[src/dac_supply_pkg.sv]
/*
 package for the converter supply sequencer and register memory:
 word indexes of the memory map, field positions, reset values, states.
 assumes the apb byte address is four times the word index.
*/
package dac_supply_pkg;
    // ==========================================
    // memory map word indexes
    localparam logic [5:0] IDX_DAC0 = 6'h00;
    localparam logic [5:0] IDX_DAC1 = 6'h01;
    localparam logic [5:0] IDX_VREF = 6'h08;
    localparam logic [5:0] IDX_PDN = 6'h09;
    localparam logic [5:0] IDX_GAIN_STAT = 6'h0a;
    localparam logic [5:0] IDX_LOCK_STAT = 6'h0b;
    localparam logic [5:0] IDX_NV_DAC0 = 6'h10;
    localparam logic [5:0] IDX_NV_DAC1 = 6'h11;
    localparam logic [5:0] IDX_NV_VREF = 6'h18;
    localparam logic [5:0] IDX_NV_PDN = 6'h19;
    localparam logic [5:0] IDX_NV_GAIN_ADDR = 6'h1a;
    localparam logic [5:0] IDX_HV_CONFIG = 6'h20;
    localparam int APB_IDX_LSB = 2;
    // ==========================================
    // field positions
    localparam int POR_FLAG_BIT = 7;
    localparam int GAIN_LSB = 8;
    localparam int SLAVE_ADDR_W = 7;
    localparam int ADDR_LOCK_BIT = 4;
    localparam int WORD_W = 16;
    localparam int CFG_W = 5;
    // ==========================================
    // values
    localparam logic [3:0] PDN_SAFE = 4'hf;
    localparam logic [3:0] SEL_RESET = 4'h0;
    localparam logic [1:0] GAIN_RESET = 2'h0;
    localparam logic [4:0] PTR_RESET = 5'h00;
    localparam logic [CFG_W-1:0] CFG_RESET = 5'h00;
    localparam logic [SLAVE_ADDR_W-1:0] SLAVE_ADDR_RESET = 7'h60;
    localparam int PORD_CYCLES_DEFAULT = 100;
    // ==========================================
    // sequencer states
    typedef enum logic [1:0]
    {
        ST_OFF = 2'b00,
        ST_HOLD = 2'b01,
        ST_RUN = 2'b10
    } seq_state_t;
endpackage

[src/dac_supply_reset_memory_init.sv]
/*
 supply trip sequencer and 16-bit register memory of a 1/2 channel
 voltage output converter, reached over an apb slave.
 assumes supply_good comes from an analog trip detector, asynchronous
 to pclk; strobe and high voltage pins are asynchronous too.
*/
// Local design decisions: register access over APB and the register offsets.
// Notes on behaviour
// - supply rise copies stored codes to volatile
// - supply rise reloads reference, power-down, gain
// - supply rise sets reset-occurred flag
// - commands refused until hold-off timer expires
// - supply rise forces memory pointer to zero
// - supply fall disables interface until next rise
// - supply fall blocks new stored writes
// - supply fall forces power-down select to 11
// - supply fall clears volatile output codes
// - supply fall clears reference and gain selects
// - one trip input, direction tells events apart
// - recovery after fall reruns full rise sequence
// - every memory location is sixteen bits
// - five config bits outside ordinary map
// - six volatile locations incl. status, lock
// - code width 8/10/12, channels 1/2
// - strobe moves held codes to outputs
// - gain bit selects unity or double
// - reference select among four sources
// - reads and writes refused below full supply
// - reserved access nacked, reads ones in low CODE_W bits
// - stored write starts at command completion
// - stored write leaves volatile copy unchanged
`timescale 1ns/1ps
module dac_supply_reset_memory_init
    import dac_supply_pkg::*;
#(
    parameter int CODE_W = 12,
    parameter int CHANNELS = 2,
    parameter int PORD_CYCLES = PORD_CYCLES_DEFAULT
)
(
    input wire logic pclk,
    input wire logic presetn,
    input wire logic [7:0] paddr,
    input wire logic psel,
    input wire logic penable,
    input wire logic pwrite,
    input wire logic [31:0] pwdata,
    output logic [31:0] prdata,
    output logic pready,
    output logic pslverr,
    input wire logic supply_good,
    input wire logic output_update_strobe,
    input wire logic high_voltage_command_input,
    output logic [CODE_W-1:0] dac_code0,
    output logic [CODE_W-1:0] dac_code1,
    output logic [3:0] reference_source_select,
    output logic [3:0] power_down_select,
    output logic [1:0] output_gain_select,
    output logic interface_ready,
    output logic nv_write_pulse,
    output logic [4:0] memory_pointer
);
    // ==========================================
    // constants
    localparam int CNT_W = $clog2(PORD_CYCLES + 1);
    localparam logic [CNT_W-1:0] CNT_LOAD = CNT_W'(PORD_CYCLES - 1);
    localparam logic [CODE_W-1:0] CODE_MID = {1'b0, {(CODE_W-1){1'b1}}};
    localparam logic [CODE_W-1:0] CODE_ZERO = '0;
    localparam logic [WORD_W-1:0] RSV_READ = WORD_W'({CODE_W{1'b1}});
    // ==========================================
    // pin synchronisers
    logic sg_meta_reg, sg_sync_reg, sg_prev_reg;
    logic strobe_meta_reg, strobe_sync_reg;
    logic hv_meta_reg, hv_sync_reg;
    logic por_event, bor_event;
    always_ff @(posedge pclk or negedge presetn)
    begin
        if (!presetn)
        begin
            sg_meta_reg <= 1'b0;
            sg_sync_reg <= 1'b0;
            sg_prev_reg <= 1'b0;
            strobe_meta_reg <= 1'b0;
            strobe_sync_reg <= 1'b0;
            hv_meta_reg <= 1'b0;
            hv_sync_reg <= 1'b0;
        end
        else
        begin
            sg_meta_reg <= supply_good;
            sg_sync_reg <= sg_meta_reg;
            sg_prev_reg <= sg_sync_reg;
            strobe_meta_reg <= output_update_strobe;
            strobe_sync_reg <= strobe_meta_reg;
            hv_meta_reg <= high_voltage_command_input;
            hv_sync_reg <= hv_meta_reg;
        end
    end

    // one detector, split by direction of crossing
    assign por_event = sg_sync_reg & ~sg_prev_reg;
    assign bor_event = ~sg_sync_reg & sg_prev_reg;
    // ==========================================
    // sequencer
    seq_state_t state_reg;
    logic [CNT_W-1:0] hold_cnt_reg;
    always_ff @(posedge pclk or negedge presetn)
    begin
        if (!presetn)
        begin
            state_reg <= ST_OFF;
            hold_cnt_reg <= '0;
        end
        else if (bor_event)
            state_reg <= ST_OFF;
        else if (por_event)
        begin
            state_reg <= ST_HOLD;
            hold_cnt_reg <= CNT_LOAD;
        end
        else
        begin
            unique case (state_reg)
                ST_OFF: state_reg <= ST_OFF;
                ST_HOLD:
                begin
                    if (hold_cnt_reg == '0)
                        state_reg <= ST_RUN;
                    else
                        hold_cnt_reg <= hold_cnt_reg - 1'b1;
                end
                ST_RUN: state_reg <= ST_RUN;
                default: state_reg <= ST_OFF;
            endcase
        end
    end

    // ==========================================
    // storage, 16-bit words in the map plus the config bits outside it
    logic [CODE_W-1:0] dac_hold_reg [2];
    logic [CODE_W-1:0] nv_dac_reg [2];
    logic [3:0] vref_reg, pdn_reg, nv_vref_reg, nv_pdn_reg;
    logic [1:0] gain_reg, nv_gain_reg;
    logic por_flag_reg;
    logic [SLAVE_ADDR_W-1:0] nv_addr_reg;
    logic [CFG_W-1:0] cfg_reg;
    // ==========================================
    // apb decode
    logic [5:0] idx;
    logic mapped, locked, refuse, done, wr_ok;
    logic [WORD_W-1:0] rword;
    function automatic logic is_mapped(input logic [5:0] i);
        is_mapped = (i == IDX_DAC0) || (i == IDX_NV_DAC0)
            || (((i == IDX_DAC1) || (i == IDX_NV_DAC1)) && (CHANNELS == 2))
            || (i == IDX_VREF) || (i == IDX_PDN) || (i == IDX_GAIN_STAT)
            || (i == IDX_LOCK_STAT) || (i == IDX_NV_VREF)
            || (i == IDX_NV_PDN) || (i == IDX_NV_GAIN_ADDR);
    endfunction

    function automatic logic [WORD_W-1:0] code_word(input logic [CODE_W-1:0] c);
        code_word = WORD_W'(c);
    endfunction

    assign idx = paddr[7:APB_IDX_LSB];
    assign mapped = is_mapped(idx);
    // channel lock freezes its volatile and stored code; address lock its nv word
    assign locked = pwrite && (((idx == IDX_DAC0 || idx == IDX_NV_DAC0) && cfg_reg[0])
        || ((idx == IDX_DAC1 || idx == IDX_NV_DAC1) && cfg_reg[2])
        || (idx == IDX_NV_GAIN_ADDR && cfg_reg[ADDR_LOCK_BIT]));
    // config bits writable only with the high voltage pin raised
    assign refuse = (state_reg != ST_RUN)
        || (idx == IDX_HV_CONFIG ? !(pwrite && hv_sync_reg) : !mapped)
        || locked;
    assign done = psel && penable && pready;
    assign wr_ok = done && pwrite && !pslverr;
    always_comb
    begin
        rword = '0;
        unique case (idx)
            IDX_DAC0: rword = code_word(dac_hold_reg[0]);
            IDX_DAC1: rword = code_word(dac_hold_reg[1]);
            IDX_VREF: rword = WORD_W'(vref_reg);
            IDX_PDN: rword = WORD_W'(pdn_reg);
            IDX_GAIN_STAT: rword = WORD_W'({gain_reg, por_flag_reg, 7'h00});
            IDX_LOCK_STAT: rword = WORD_W'(cfg_reg);
            IDX_NV_DAC0: rword = code_word(nv_dac_reg[0]);
            IDX_NV_DAC1: rword = code_word(nv_dac_reg[1]);
            IDX_NV_VREF: rword = WORD_W'(nv_vref_reg);
            IDX_NV_PDN: rword = WORD_W'(nv_pdn_reg);
            IDX_NV_GAIN_ADDR: rword = WORD_W'({nv_gain_reg, 1'b0, nv_addr_reg});
            default: rword = RSV_READ;
        endcase
        if (!mapped)
            rword = RSV_READ;
    end

    // answer one cycle into the access phase
    always_ff @(posedge pclk or negedge presetn)
    begin
        if (!presetn)
        begin
            pready <= 1'b0;
            pslverr <= 1'b0;
            prdata <= 32'h0000_0000;
        end
        else
        begin
            pready <= psel && penable && !pready;
            pslverr <= psel && penable && !pready && refuse;
            if (psel && penable && !pready)
                prdata <= (state_reg == ST_RUN) ? 32'(rword) : 32'h0000_0000;
        end
    end

    // ==========================================
    // memory pointer tracks last access completed without error
    always_ff @(posedge pclk or negedge presetn)
    begin
        if (!presetn)
            memory_pointer <= PTR_RESET;
        else if (por_event)
            memory_pointer <= PTR_RESET;
        else if (done && !pslverr)
            memory_pointer <= idx[4:0];
    end

    // ==========================================
    // volatile registers
    always_ff @(posedge pclk or negedge presetn)
    begin
        if (!presetn)
        begin
            dac_hold_reg[0] <= CODE_ZERO;
            dac_hold_reg[1] <= CODE_ZERO;
            vref_reg <= SEL_RESET;
            pdn_reg <= PDN_SAFE;
            gain_reg <= GAIN_RESET;
        end
        else if (bor_event)
        begin
            dac_hold_reg[0] <= CODE_ZERO;
            dac_hold_reg[1] <= CODE_ZERO;
            pdn_reg <= PDN_SAFE;
            vref_reg <= SEL_RESET;
            gain_reg <= GAIN_RESET;
        end
        else if (por_event)
        begin
            dac_hold_reg[0] <= nv_dac_reg[0];
            dac_hold_reg[1] <= nv_dac_reg[1];
            vref_reg <= nv_vref_reg;
            pdn_reg <= nv_pdn_reg;
            gain_reg <= nv_gain_reg;
        end
        else if (wr_ok)
        begin
            unique case (idx)
                IDX_DAC0: dac_hold_reg[0] <= pwdata[CODE_W-1:0];
                IDX_DAC1: dac_hold_reg[1] <= pwdata[CODE_W-1:0];
                IDX_VREF: vref_reg <= pwdata[3:0];
                IDX_PDN: pdn_reg <= pwdata[3:0];
                IDX_GAIN_STAT: gain_reg <= pwdata[GAIN_LSB+1:GAIN_LSB];
                default: gain_reg <= gain_reg;
            endcase
        end
    end

    // flag cleared by writing zero; a rise always wins
    always_ff @(posedge pclk or negedge presetn)
    begin
        if (!presetn)
            por_flag_reg <= 1'b0;
        else if (por_event)
            por_flag_reg <= 1'b1;
        else if (wr_ok && idx == IDX_GAIN_STAT && !pwdata[POR_FLAG_BIT])
            por_flag_reg <= 1'b0;
    end

    // ==========================================
    // nonvolatile words and config bits
    always_ff @(posedge pclk or negedge presetn)
    begin
        if (!presetn)
        begin
            nv_dac_reg[0] <= CODE_MID;
            nv_dac_reg[1] <= CODE_MID;
            nv_vref_reg <= SEL_RESET;
            nv_pdn_reg <= SEL_RESET;
            nv_gain_reg <= GAIN_RESET;
            nv_addr_reg <= SLAVE_ADDR_RESET;
            cfg_reg <= CFG_RESET;
            nv_write_pulse <= 1'b0;
        end
        else
        begin
            // write starts on the completing edge; volatile copy untouched
            nv_write_pulse <= wr_ok && (idx[5:4] != 2'b00) && !bor_event;
            if (wr_ok && !bor_event)
            begin
                unique case (idx)
                    IDX_NV_DAC0: nv_dac_reg[0] <= pwdata[CODE_W-1:0];
                    IDX_NV_DAC1: nv_dac_reg[1] <= pwdata[CODE_W-1:0];
                    IDX_NV_VREF: nv_vref_reg <= pwdata[3:0];
                    IDX_NV_PDN: nv_pdn_reg <= pwdata[3:0];
                    IDX_NV_GAIN_ADDR:
                    begin
                        nv_gain_reg <= pwdata[GAIN_LSB+1:GAIN_LSB];
                        nv_addr_reg <= pwdata[SLAVE_ADDR_W-1:0];
                    end
                    IDX_HV_CONFIG: cfg_reg <= pwdata[CFG_W-1:0];
                    default: nv_addr_reg <= nv_addr_reg;
                endcase
            end
        end
    end

    // ==========================================
    // output latch: strobe level passes held values through
    always_ff @(posedge pclk or negedge presetn)
    begin
        if (!presetn)
        begin
            dac_code0 <= CODE_ZERO;
            dac_code1 <= CODE_ZERO;
            reference_source_select <= SEL_RESET;
            power_down_select <= PDN_SAFE;
            output_gain_select <= GAIN_RESET;
            interface_ready <= 1'b0;
        end
        else
        begin
            interface_ready <= (state_reg == ST_RUN);
            // safe state must not wait for the strobe
            if (state_reg == ST_OFF)
            begin
                dac_code0 <= CODE_ZERO;
                dac_code1 <= CODE_ZERO;
                reference_source_select <= SEL_RESET;
                power_down_select <= PDN_SAFE;
                output_gain_select <= GAIN_RESET;
            end
            else if (strobe_sync_reg || state_reg == ST_HOLD)
            begin
                dac_code0 <= dac_hold_reg[0];
                dac_code1 <= (CHANNELS == 2) ? dac_hold_reg[1] : CODE_ZERO;
                reference_source_select <= vref_reg;
                power_down_select <= pdn_reg;
                output_gain_select <= gain_reg;
            end
        end
    end

    // ==========================================
    // checks
    chk_por_flag: assert property (@(posedge pclk) disable iff (!presetn)
        por_event |=> por_flag_reg ##1 por_flag_reg)
        else $error("reset flag not set after rise");
    chk_por_pointer: assert property (@(posedge pclk) disable iff (!presetn)
        por_event |=> memory_pointer == PTR_RESET)
        else $error("pointer not zero after rise");
    chk_hold_refuse: assert property (@(posedge pclk) disable iff (!presetn)
        (pready && $past(state_reg) != ST_RUN) |-> pslverr)
        else $error("command accepted before hold-off end");
    chk_bor_off: assert property (@(posedge pclk) disable iff (!presetn)
        bor_event |=> state_reg == ST_OFF ##1 !interface_ready)
        else $error("interface alive after supply fall");
    chk_bor_pdn: assert property (@(posedge pclk) disable iff (!presetn)
        bor_event |=> pdn_reg == PDN_SAFE ##1 power_down_select == PDN_SAFE)
        else $error("power-down not forced on fall");
    chk_bor_code: assert property (@(posedge pclk) disable iff (!presetn)
        bor_event |=> dac_hold_reg[0] == CODE_ZERO && dac_hold_reg[1] == CODE_ZERO)
        else $error("codes not cleared on fall");
    chk_bor_sel: assert property (@(posedge pclk) disable iff (!presetn)
        bor_event |=> vref_reg == SEL_RESET && gain_reg == GAIN_RESET)
        else $error("reference or gain not cleared");
    chk_por_load: assert property (@(posedge pclk) disable iff (!presetn)
        por_event |=> dac_hold_reg[0] == $past(nv_dac_reg[0]))
        else $error("stored code not recalled");
    chk_cfg_load: assert property (@(posedge pclk) disable iff (!presetn)
        por_event |=> pdn_reg == $past(nv_pdn_reg) && vref_reg == $past(nv_vref_reg))
        else $error("stored config not recalled");
    chk_nv_block: assert property (@(posedge pclk) disable iff (!presetn)
        nv_write_pulse |-> $past(state_reg, 2) == ST_RUN && $past(sg_sync_reg))
        else $error("stored write outside run");
    cov_rise: cover property (@(posedge pclk) disable iff (!presetn)
        por_event ##[1:300] state_reg == ST_RUN);
    cov_fall: cover property (@(posedge pclk) disable iff (!presetn) bor_event);
    cov_nv_write: cover property (@(posedge pclk) disable iff (!presetn) nv_write_pulse);
    cov_reserved: cover property (@(posedge pclk) disable iff (!presetn)
        pready && pslverr && !mapped && state_reg == ST_RUN);
endmodule

[config.mk]
export PLATFORM = sky130hd
export DESIGN_NAME = dac_supply_reset_memory_init
export DESIGN_NICKNAME = d
export VERILOG_FILES = /design/src/dac_supply_pkg.sv /design/src/dac_supply_reset_memory_init.sv
export SDC_FILE = /design/constraint.sdc
export NUM_CORES = 1
export LEC_CHECK = 0
export BUFFER_PORTS_ARGS = -buffer_cell sky130_fd_sc_hd__clkbuf_2
export CELL_PAD_IN_SITES_DETAIL_PLACEMENT = 0
export CELL_PAD_IN_SITES_GLOBAL_PLACEMENT = 1
export CORE_MARGIN = 2
export CORE_UTILIZATION = 44
export CTS_CLUSTER_DIAMETER = 120
export DETAILED_ROUTE_END_ITERATION = 8
export GPL_ROUTABILITY_DRIVEN = 0
export PLACE_DENSITY_LB_ADDON = 0.1
export SLEW_MARGIN = 15
export SYNTH_ARGS = -nofsm -noshare
export SYNTH_HDL_FRONTEND = slang
export SYNTH_SLANG_ARGS = --single-unit
[constraint.sdc]
create_clock -name pclk -period 2.6 [get_ports pclk]
set_input_delay 0.26 -clock pclk [delete_from_list [all_inputs] [get_ports pclk]]
set_output_delay 0.26 -clock pclk [all_outputs]
set_load 0.005 [all_outputs]
==> flow_summary.ini, run 1 <==
[clocking]
htreeDepth = 4
clk_pin_slew_ns = 0.06
cts_buffers = 17
worstSkewPairLatency_ns = 0.43
cts.sinks = 152
cts_buffer_depth = 2
cts_tree = yes
cts_setup_buffers = 0
ctsResizeCount = 0
clock-root-buffer = clkbuf_16

[timing]
setup_viol_count_final = 0
skew_ns = 0.00947
period_share_pct = 85.4
setup_tns_ns = 0
rsz0062_at_grt = false
slew_viol_final = 0
relSlewSlack_pct = 45.4
hold_viol = 0
worst_pin_slew_ns = 0.816
fin_crit_ns = 2.22
fmax_mhz = 450

[place]
hpwlAfterDp_mm = 14.0
dp.cells = 979
portBuffers = 80

[floorplanning]
rows = 47
dieArea_um2 = 18000
die_w_um = 134
ios = 123
start_util_pct = 45.1
coreArea_um2 = 16600
die_h_um = 134

[cells_and_area]
multi_input_area_um2 = 3340
nets = 837
stdcell_count = 1015
drive_gt1_share_pct = 29.7
num_antenna_cells = 0
area_growth_pct = 16.7
fill_cells = 1517
seq_area_um2 = 3840

[detailed_routing]
route.detailed.drc = 0
vias = 5627
drt_iter0_markers = 444
routed_wl_mm = 19.4
antenna_left = 0
routed_via_density = 5.54
first_pass_iters = 5
routedWlPerCell_um = 19.1

[synthesis]
synth_edf_count = 0
yosys_warnings = 0
netlist_top_cells_area = dfrtp_1 (40%), dfstp_2 (11%), mux2_2 (5.4%), nand2_1 (4.5%), o21ai_0 (3.2%)
yosys.area.top_type_share_pct = 40.2
seq_area_frac_synth_pct = 51.4
synth_top_area_cell = dfrtp_1
synth_area_um2 = 7470
syn_area_per_cell_um2 = 10.7
yosysUniqueCellTypes = 66
synth_seq_cells = 152
syn_inst = 700
synth_ff_type = dfrtp_1
async_flop_share_pct = 100

[grt]
grt_max_degree = 69
grt_pass1_vias = 5528
gr-usage-all-layers_pct = 22.4
grt_overflow = 0
grt_pass1_wl_mm = 31.2
antenna_found_initial = 0

[critical_path]
cp.arrival_ns = 2.53
critPathMaxStageDelay_ns = 0.45
crit_type = reg2reg
cp-end-kind = flop
cp-start-kind = flop
cp_max_fo = 9
crit_slowest_cell = mux2_1
path_cells = nand4b_2, or2_1, nor2_2, nand2_1, mux2_1
required_ns = 2.91

[worst_hold_path]
hold_path.class = in2reg

[job]
maxCapViolations = 0

[pwr]
powerDensity_nw_per_um2 = 718
p_leak_nw = 4.00
ir_worst_vdd_mv = 0.472

[status]
status = finished, final reports clean
report_power, final:
group | switching, mW | total, mW | leakage, nW | internal, mW
Combinational | 0.543 | 0.911 | 1.79 | 0.368
Clock | 0.976 | 2.54 | 0.294 | 1.56
Sequential | 0.186 | 2.81 | 1.91 | 2.63
Total | 1.71 | 6.26 | 4.00 | 4.56
stage by stage:
stage / util (%) / setup slack [ns] / total power [mW] / instance area, µm² / hold WS, ns
2_1_floorplan: - / 0.629 / 3.36 / 7540 / -0.0356
3_3_place_gp: 48.6 / 0.177 / 3.73 / 8060 / 0.286
3_5_place_dp: 48.7 / 0.104 / 3.76 / 8070 / 0.297
4_1_cts: 52.5 / 0.367 / 6.31 / 8710 / 0.0865
5_1_grt: 52.6 / 0.231 / 6.55 / 8720 / 0.0949
6_report: 52.6 / 0.379 / 6.26 / 8720 / 0.0957
worst max-delay path: cells and delay by family, from the launching register on:
family / cells / cell delay [ns]
and+or+nand+nor: 4 / 1.28
muxes: 1 / 0.45
DFF: 1 / 0.38
synthesized netlist by cell type, drive strengths merged, types with 7 or more instances:
| library cell | number |
|---|---|
| buf | 33 |
| clkbuf | 29 |
| o31ai | 32 |
| o21ai | 48 |
| inv | 10 |
| nor3 | 12 |
| dfrtp | 120 |
| mux2 | 50 |
| a32oi | 7 |
| nor2b | 17 |
| ha | 7 |
| nand2 | 91 |
| nand2b | 33 |
| a221oi | 8 |
| dfstp | 32 |
| nor2 | 29 |
| a21oi | 43 |
| mux2i | 19 |
metal layers:
metal	vias to the layer above	global-route usage, %	share of wire, %
li1	2651	-	-
met1	2747	34.4	49
met2	201	32.6	43
met3	28	4.01	6.3
met4	0	6.20	1.5
met5	-	0	0
layout make-up:
class	count	area share [%]
tap	220	3.16
sequential	152	44.1
clock buffer	21	5.28
inverter	10	0.430
timing repair buffer	106	7.16
clock inverter	11	1.64
multi-input combinational	495	38.3
logic make-up (layout without fill, tap and decap cells):
| kind of cell | count (synthesis) | count (layout) | share of synthesized area (%) |
|---|---|---|---|
| flops | 152 | 152 | 51.4 |
| compound gates | 180 | 180 | 16.1 |
| mux | 69 | 69 | 10.6 |
| other cells | 1 | 20 | 0.0502 |
| simple gates | 219 | 219 | 15.5 |
| buf+inv | 72 | 148 | 5.16 |
| fa+ha+maj | 7 | 7 | 1.17 |
path summary, 6_finish.rpt:
kind                                   endpoint  slack, ns   startpoint  depth (start not counted)
hold reg to reg                     hv_sync_reg       0.35  hv_meta_reg                          0
min in group asynchronous       strobe_meta_reg       0.40      presetn                          2
setup reg to reg                 nv_addr_reg[3]       0.38      pslverr                          5
max in group asynchronous  power_down_select[3]       1.36      presetn                          3
hold / removal                   nv_dac_reg[11]        0.1   pwdata[11]                          2
setup / recovery                 nv_addr_reg[3]       0.38      pslverr                          5
layout by cell type, fill, tap and decap left out, types with 3 or more instances in the layout:
master / count
a211oi_1: 4
a21boi_0: 4
a21o_1: 3
a21oi_1: 43
a221oi_1: 8
a22oi_1: 5
a31oi_1: 6
a32oi_1: 7
buf_4: 21
bufinv_16: 3
clkbuf_16: 17
clkbuf_2: 79
clkinv_2: 4
conb_1: 20
dfrtp_1: 120
dfstp_2: 32
dlygate4sd3_1: 4
ha_1: 6
inv_1: 10
mux2_1: 4
mux2_2: 36
mux2_4: 10
mux2i_1: 19
nand2_1: 90
nand2b_1: 33
nand3_1: 5
nand4_1: 6
nor2_1: 26
nor2b_1: 17
nor3_1: 9
nor3b_1: 3
nor4_1: 4
o21ai_0: 48
o22ai_1: 4
o31ai_1: 24
o31ai_2: 8
or3_1: 3
repair_timing:
| action | in CTS | in global routing |
|---|---|---|
| hold buffers | 4 | 0 |
| endpoints found under the hold margin | 39 | 0 |
| setup endpoints to repair | 0 | 0 |
(Power assumes the default switching activity.)
==> inputs of run 2 (changes only) <==
--- a/config.mk
+++ b/config.mk
@@ -5,6 +5,7 @@
 export SDC_FILE = /design/constraint.sdc
 export NUM_CORES = 1
 export LEC_CHECK = 0
+export ABC_AREA = 0
 export BUFFER_PORTS_ARGS = -buffer_cell sky130_fd_sc_hd__clkbuf_2
 export CELL_PAD_IN_SITES_DETAIL_PLACEMENT = 0
 export CELL_PAD_IN_SITES_GLOBAL_PLACEMENT = 1
@@ -14,6 +15,7 @@
 export DETAILED_ROUTE_END_ITERATION = 8
 export GPL_ROUTABILITY_DRIVEN = 0
 export PLACE_DENSITY_LB_ADDON = 0.1
+export SETUP_SLACK_MARGIN = 0.5
 export SLEW_MARGIN = 15
 export SYNTH_ARGS = -nofsm -noshare
 export SYNTH_HDL_FRONTEND = slang
==> run 2 against run 1 <==
Fmax rose by 10%. Clock power barely moved. Critical path depth rose by 1. Die area did not move. Non-clock buffer count rose by 1. Critical path type unchanged. Critical endpoint is now cfg_reg[2].
==> flow_summary.ini, run 2 (synthesis gave the netlist of run 1 again) <==
[pwr]
powerDensity_nw_per_um2 = 715
netSwitchingPower_mw = 1.71
p_seq_share_pct = 44.9
p_leak_nw = 4.03
ir_worst_vdd_mv = 0.473
combPwrFrac_pct = 14.6
power_frac_clock_pct = 40.4
power.internal_mw = 4.56
swShare_pct = 27.2

[timing]
rsz0062_at_grt = true
setup_tns_ns = 0
worst_pin_slew_ns = 0.832
hold_viol = 0
period_share_pct = 77.4
skew_ns = 0.00957
relSlewSlack_pct = 44.3
worst_slack_ns = 0.589
slew_viol_final = 0
fin_crit_ns = 2.01
setup_viol_count_final = 0
fmax_mhz = 497

[cells_and_area]
nets = 838
area_growth_pct = 17.3
final_common_cell = dfrtp_1
stdcell_count = 1016
drive_gt1_share_pct = 30.5
num_antenna_cells = 0
final_cell_mix = dfrtp_1 (120), nand2_1 (88), clkbuf_2 (79), o21ai_0 (48), a21oi_1 (43)
multi_input_area_um2 = 3370
fill_cells = 1512
utilization_pct = 52.8
seq_area_um2 = 3840
design_area_um2 = 8760

[grt]
antenna_found_initial = 0
grt_max_degree = 69
grt_pass1_vias = 5520
grt_overflow = 0
grt_pass1_wl_mm = 31.2
gr-usage-all-layers_pct = 22.4

[clocking]
clk_pin_slew_ns = 0.06
cts_buffer_depth = 2
clock-root-buffer = clkbuf_16
cts_tree = yes
cts.sinks = 152
cts_buffers = 17
worstSkewPairLatency_ns = 0.43
htreeDepth = 4

[detailed_routing]
antenna_left = 0
vias = 5622
routed_wl_mm = 19.5
routed_via_density = 5.53
first_pass_iters = 5
drt_iter0_markers = 453
route.detailed.drc = 0
routedWlPerCell_um = 19.2

[critical_path]
crit_type = reg2reg
cp.arrival_ns = 2.32
cp-start-kind = flop
cp-end-kind = flop
cp_max_fo = 5
required_ns = 2.91

[place]
post-place-ws_ns = 0.104
portBuffers = 80
place_area_um2 = 8070
hpwlAfterDp_mm = 14.0
dp.cells = 979

[status]
status = finished, final reports clean

[job]
maxCapViolations = 0

[floorplanning]
die_h_um = 134
dieArea_um2 = 18000
die_w_um = 134
start_util_pct = 45.1
rows = 47
ios = 123
coreArea_um2 = 16600

[worst_hold_path]
hold_path.class = in2reg
==> run 2: worst paths after layout <==
path	slack, ns	end	cells after the start	start
max	0.59	cfg_reg[2]	6	sg_sync_reg
min reg2reg	0.35	hv_sync_reg	0	hv_meta_reg
max reg2reg	0.59	cfg_reg[2]	6	sg_sync_reg
min in group asynchronous	0.40	strobe_meta_reg	2	presetn
max in group asynchronous	1.36	power_down_select[3]	3	presetn
min	0.09	nv_dac_reg[22]	2	pwdata[10]
==> run 2: cell type report <==
cell class / instances / share of cell area (%)
Sequential cell: 152 / 43.9
Inverter: 10 / 0.428
Clock buffer: 21 / 5.25
Tap cell: 220 / 3.14
Multi-Input combinational cell: 495 / 38.5
Timing Repair Buffer: 107 / 7.21
Clock inverter: 11 / 1.63
==> run 2: per-layer routing <==
layer	up-vias	global-route usage [%]	part of all wire, %
li1	2645	-	-
met1	2753	34.4	49
met2	200	32.6	43
met3	24	4.01	6.2
met4	0	6.14	1.4
met5	-	0	0
==> run 2: per-stage QoR <==
step	hold WS (ns)	power, mW
2_1_floorplan	-0.0356	3.36
3_3_place_gp	0.286	3.73
3_5_place_dp	0.297	3.76
4_1_cts	0.0865	6.31
5_1_grt	0.0949	6.56
6_report	0.0944	6.26
==> run 2: timing repair <==
item,4_1_cts,5_1_grt
endpoints found under the hold margin,39,0
endpoints found under the setup margin,44,9
resized for setup,4,5
buffers inserted,0,1
pin swaps,0,1
hold buffers,4,0
==> run 2: power groups by stage <==
stage	Clock [mW]	Sequential, mW	Combinational (mW)
2_1_floorplan	0	2.80	0.557
3_3_place_gp	0	2.84	0.886
3_5_place_dp	0	2.85	0.909
4_1_cts	2.58	2.81	0.920
5_1_grt	2.68	2.85	1.03
6_report	2.53	2.81	0.915
==> run 2: worst max-delay path: stages (launching register included) <==
cell and delay [ns]:
dfrtp_1 0.38, inv_1 0.06, ha_1 0.25, or3_4 0.43
nor4b_4 0.25, buf_4 0.19, mux2_2 0.34
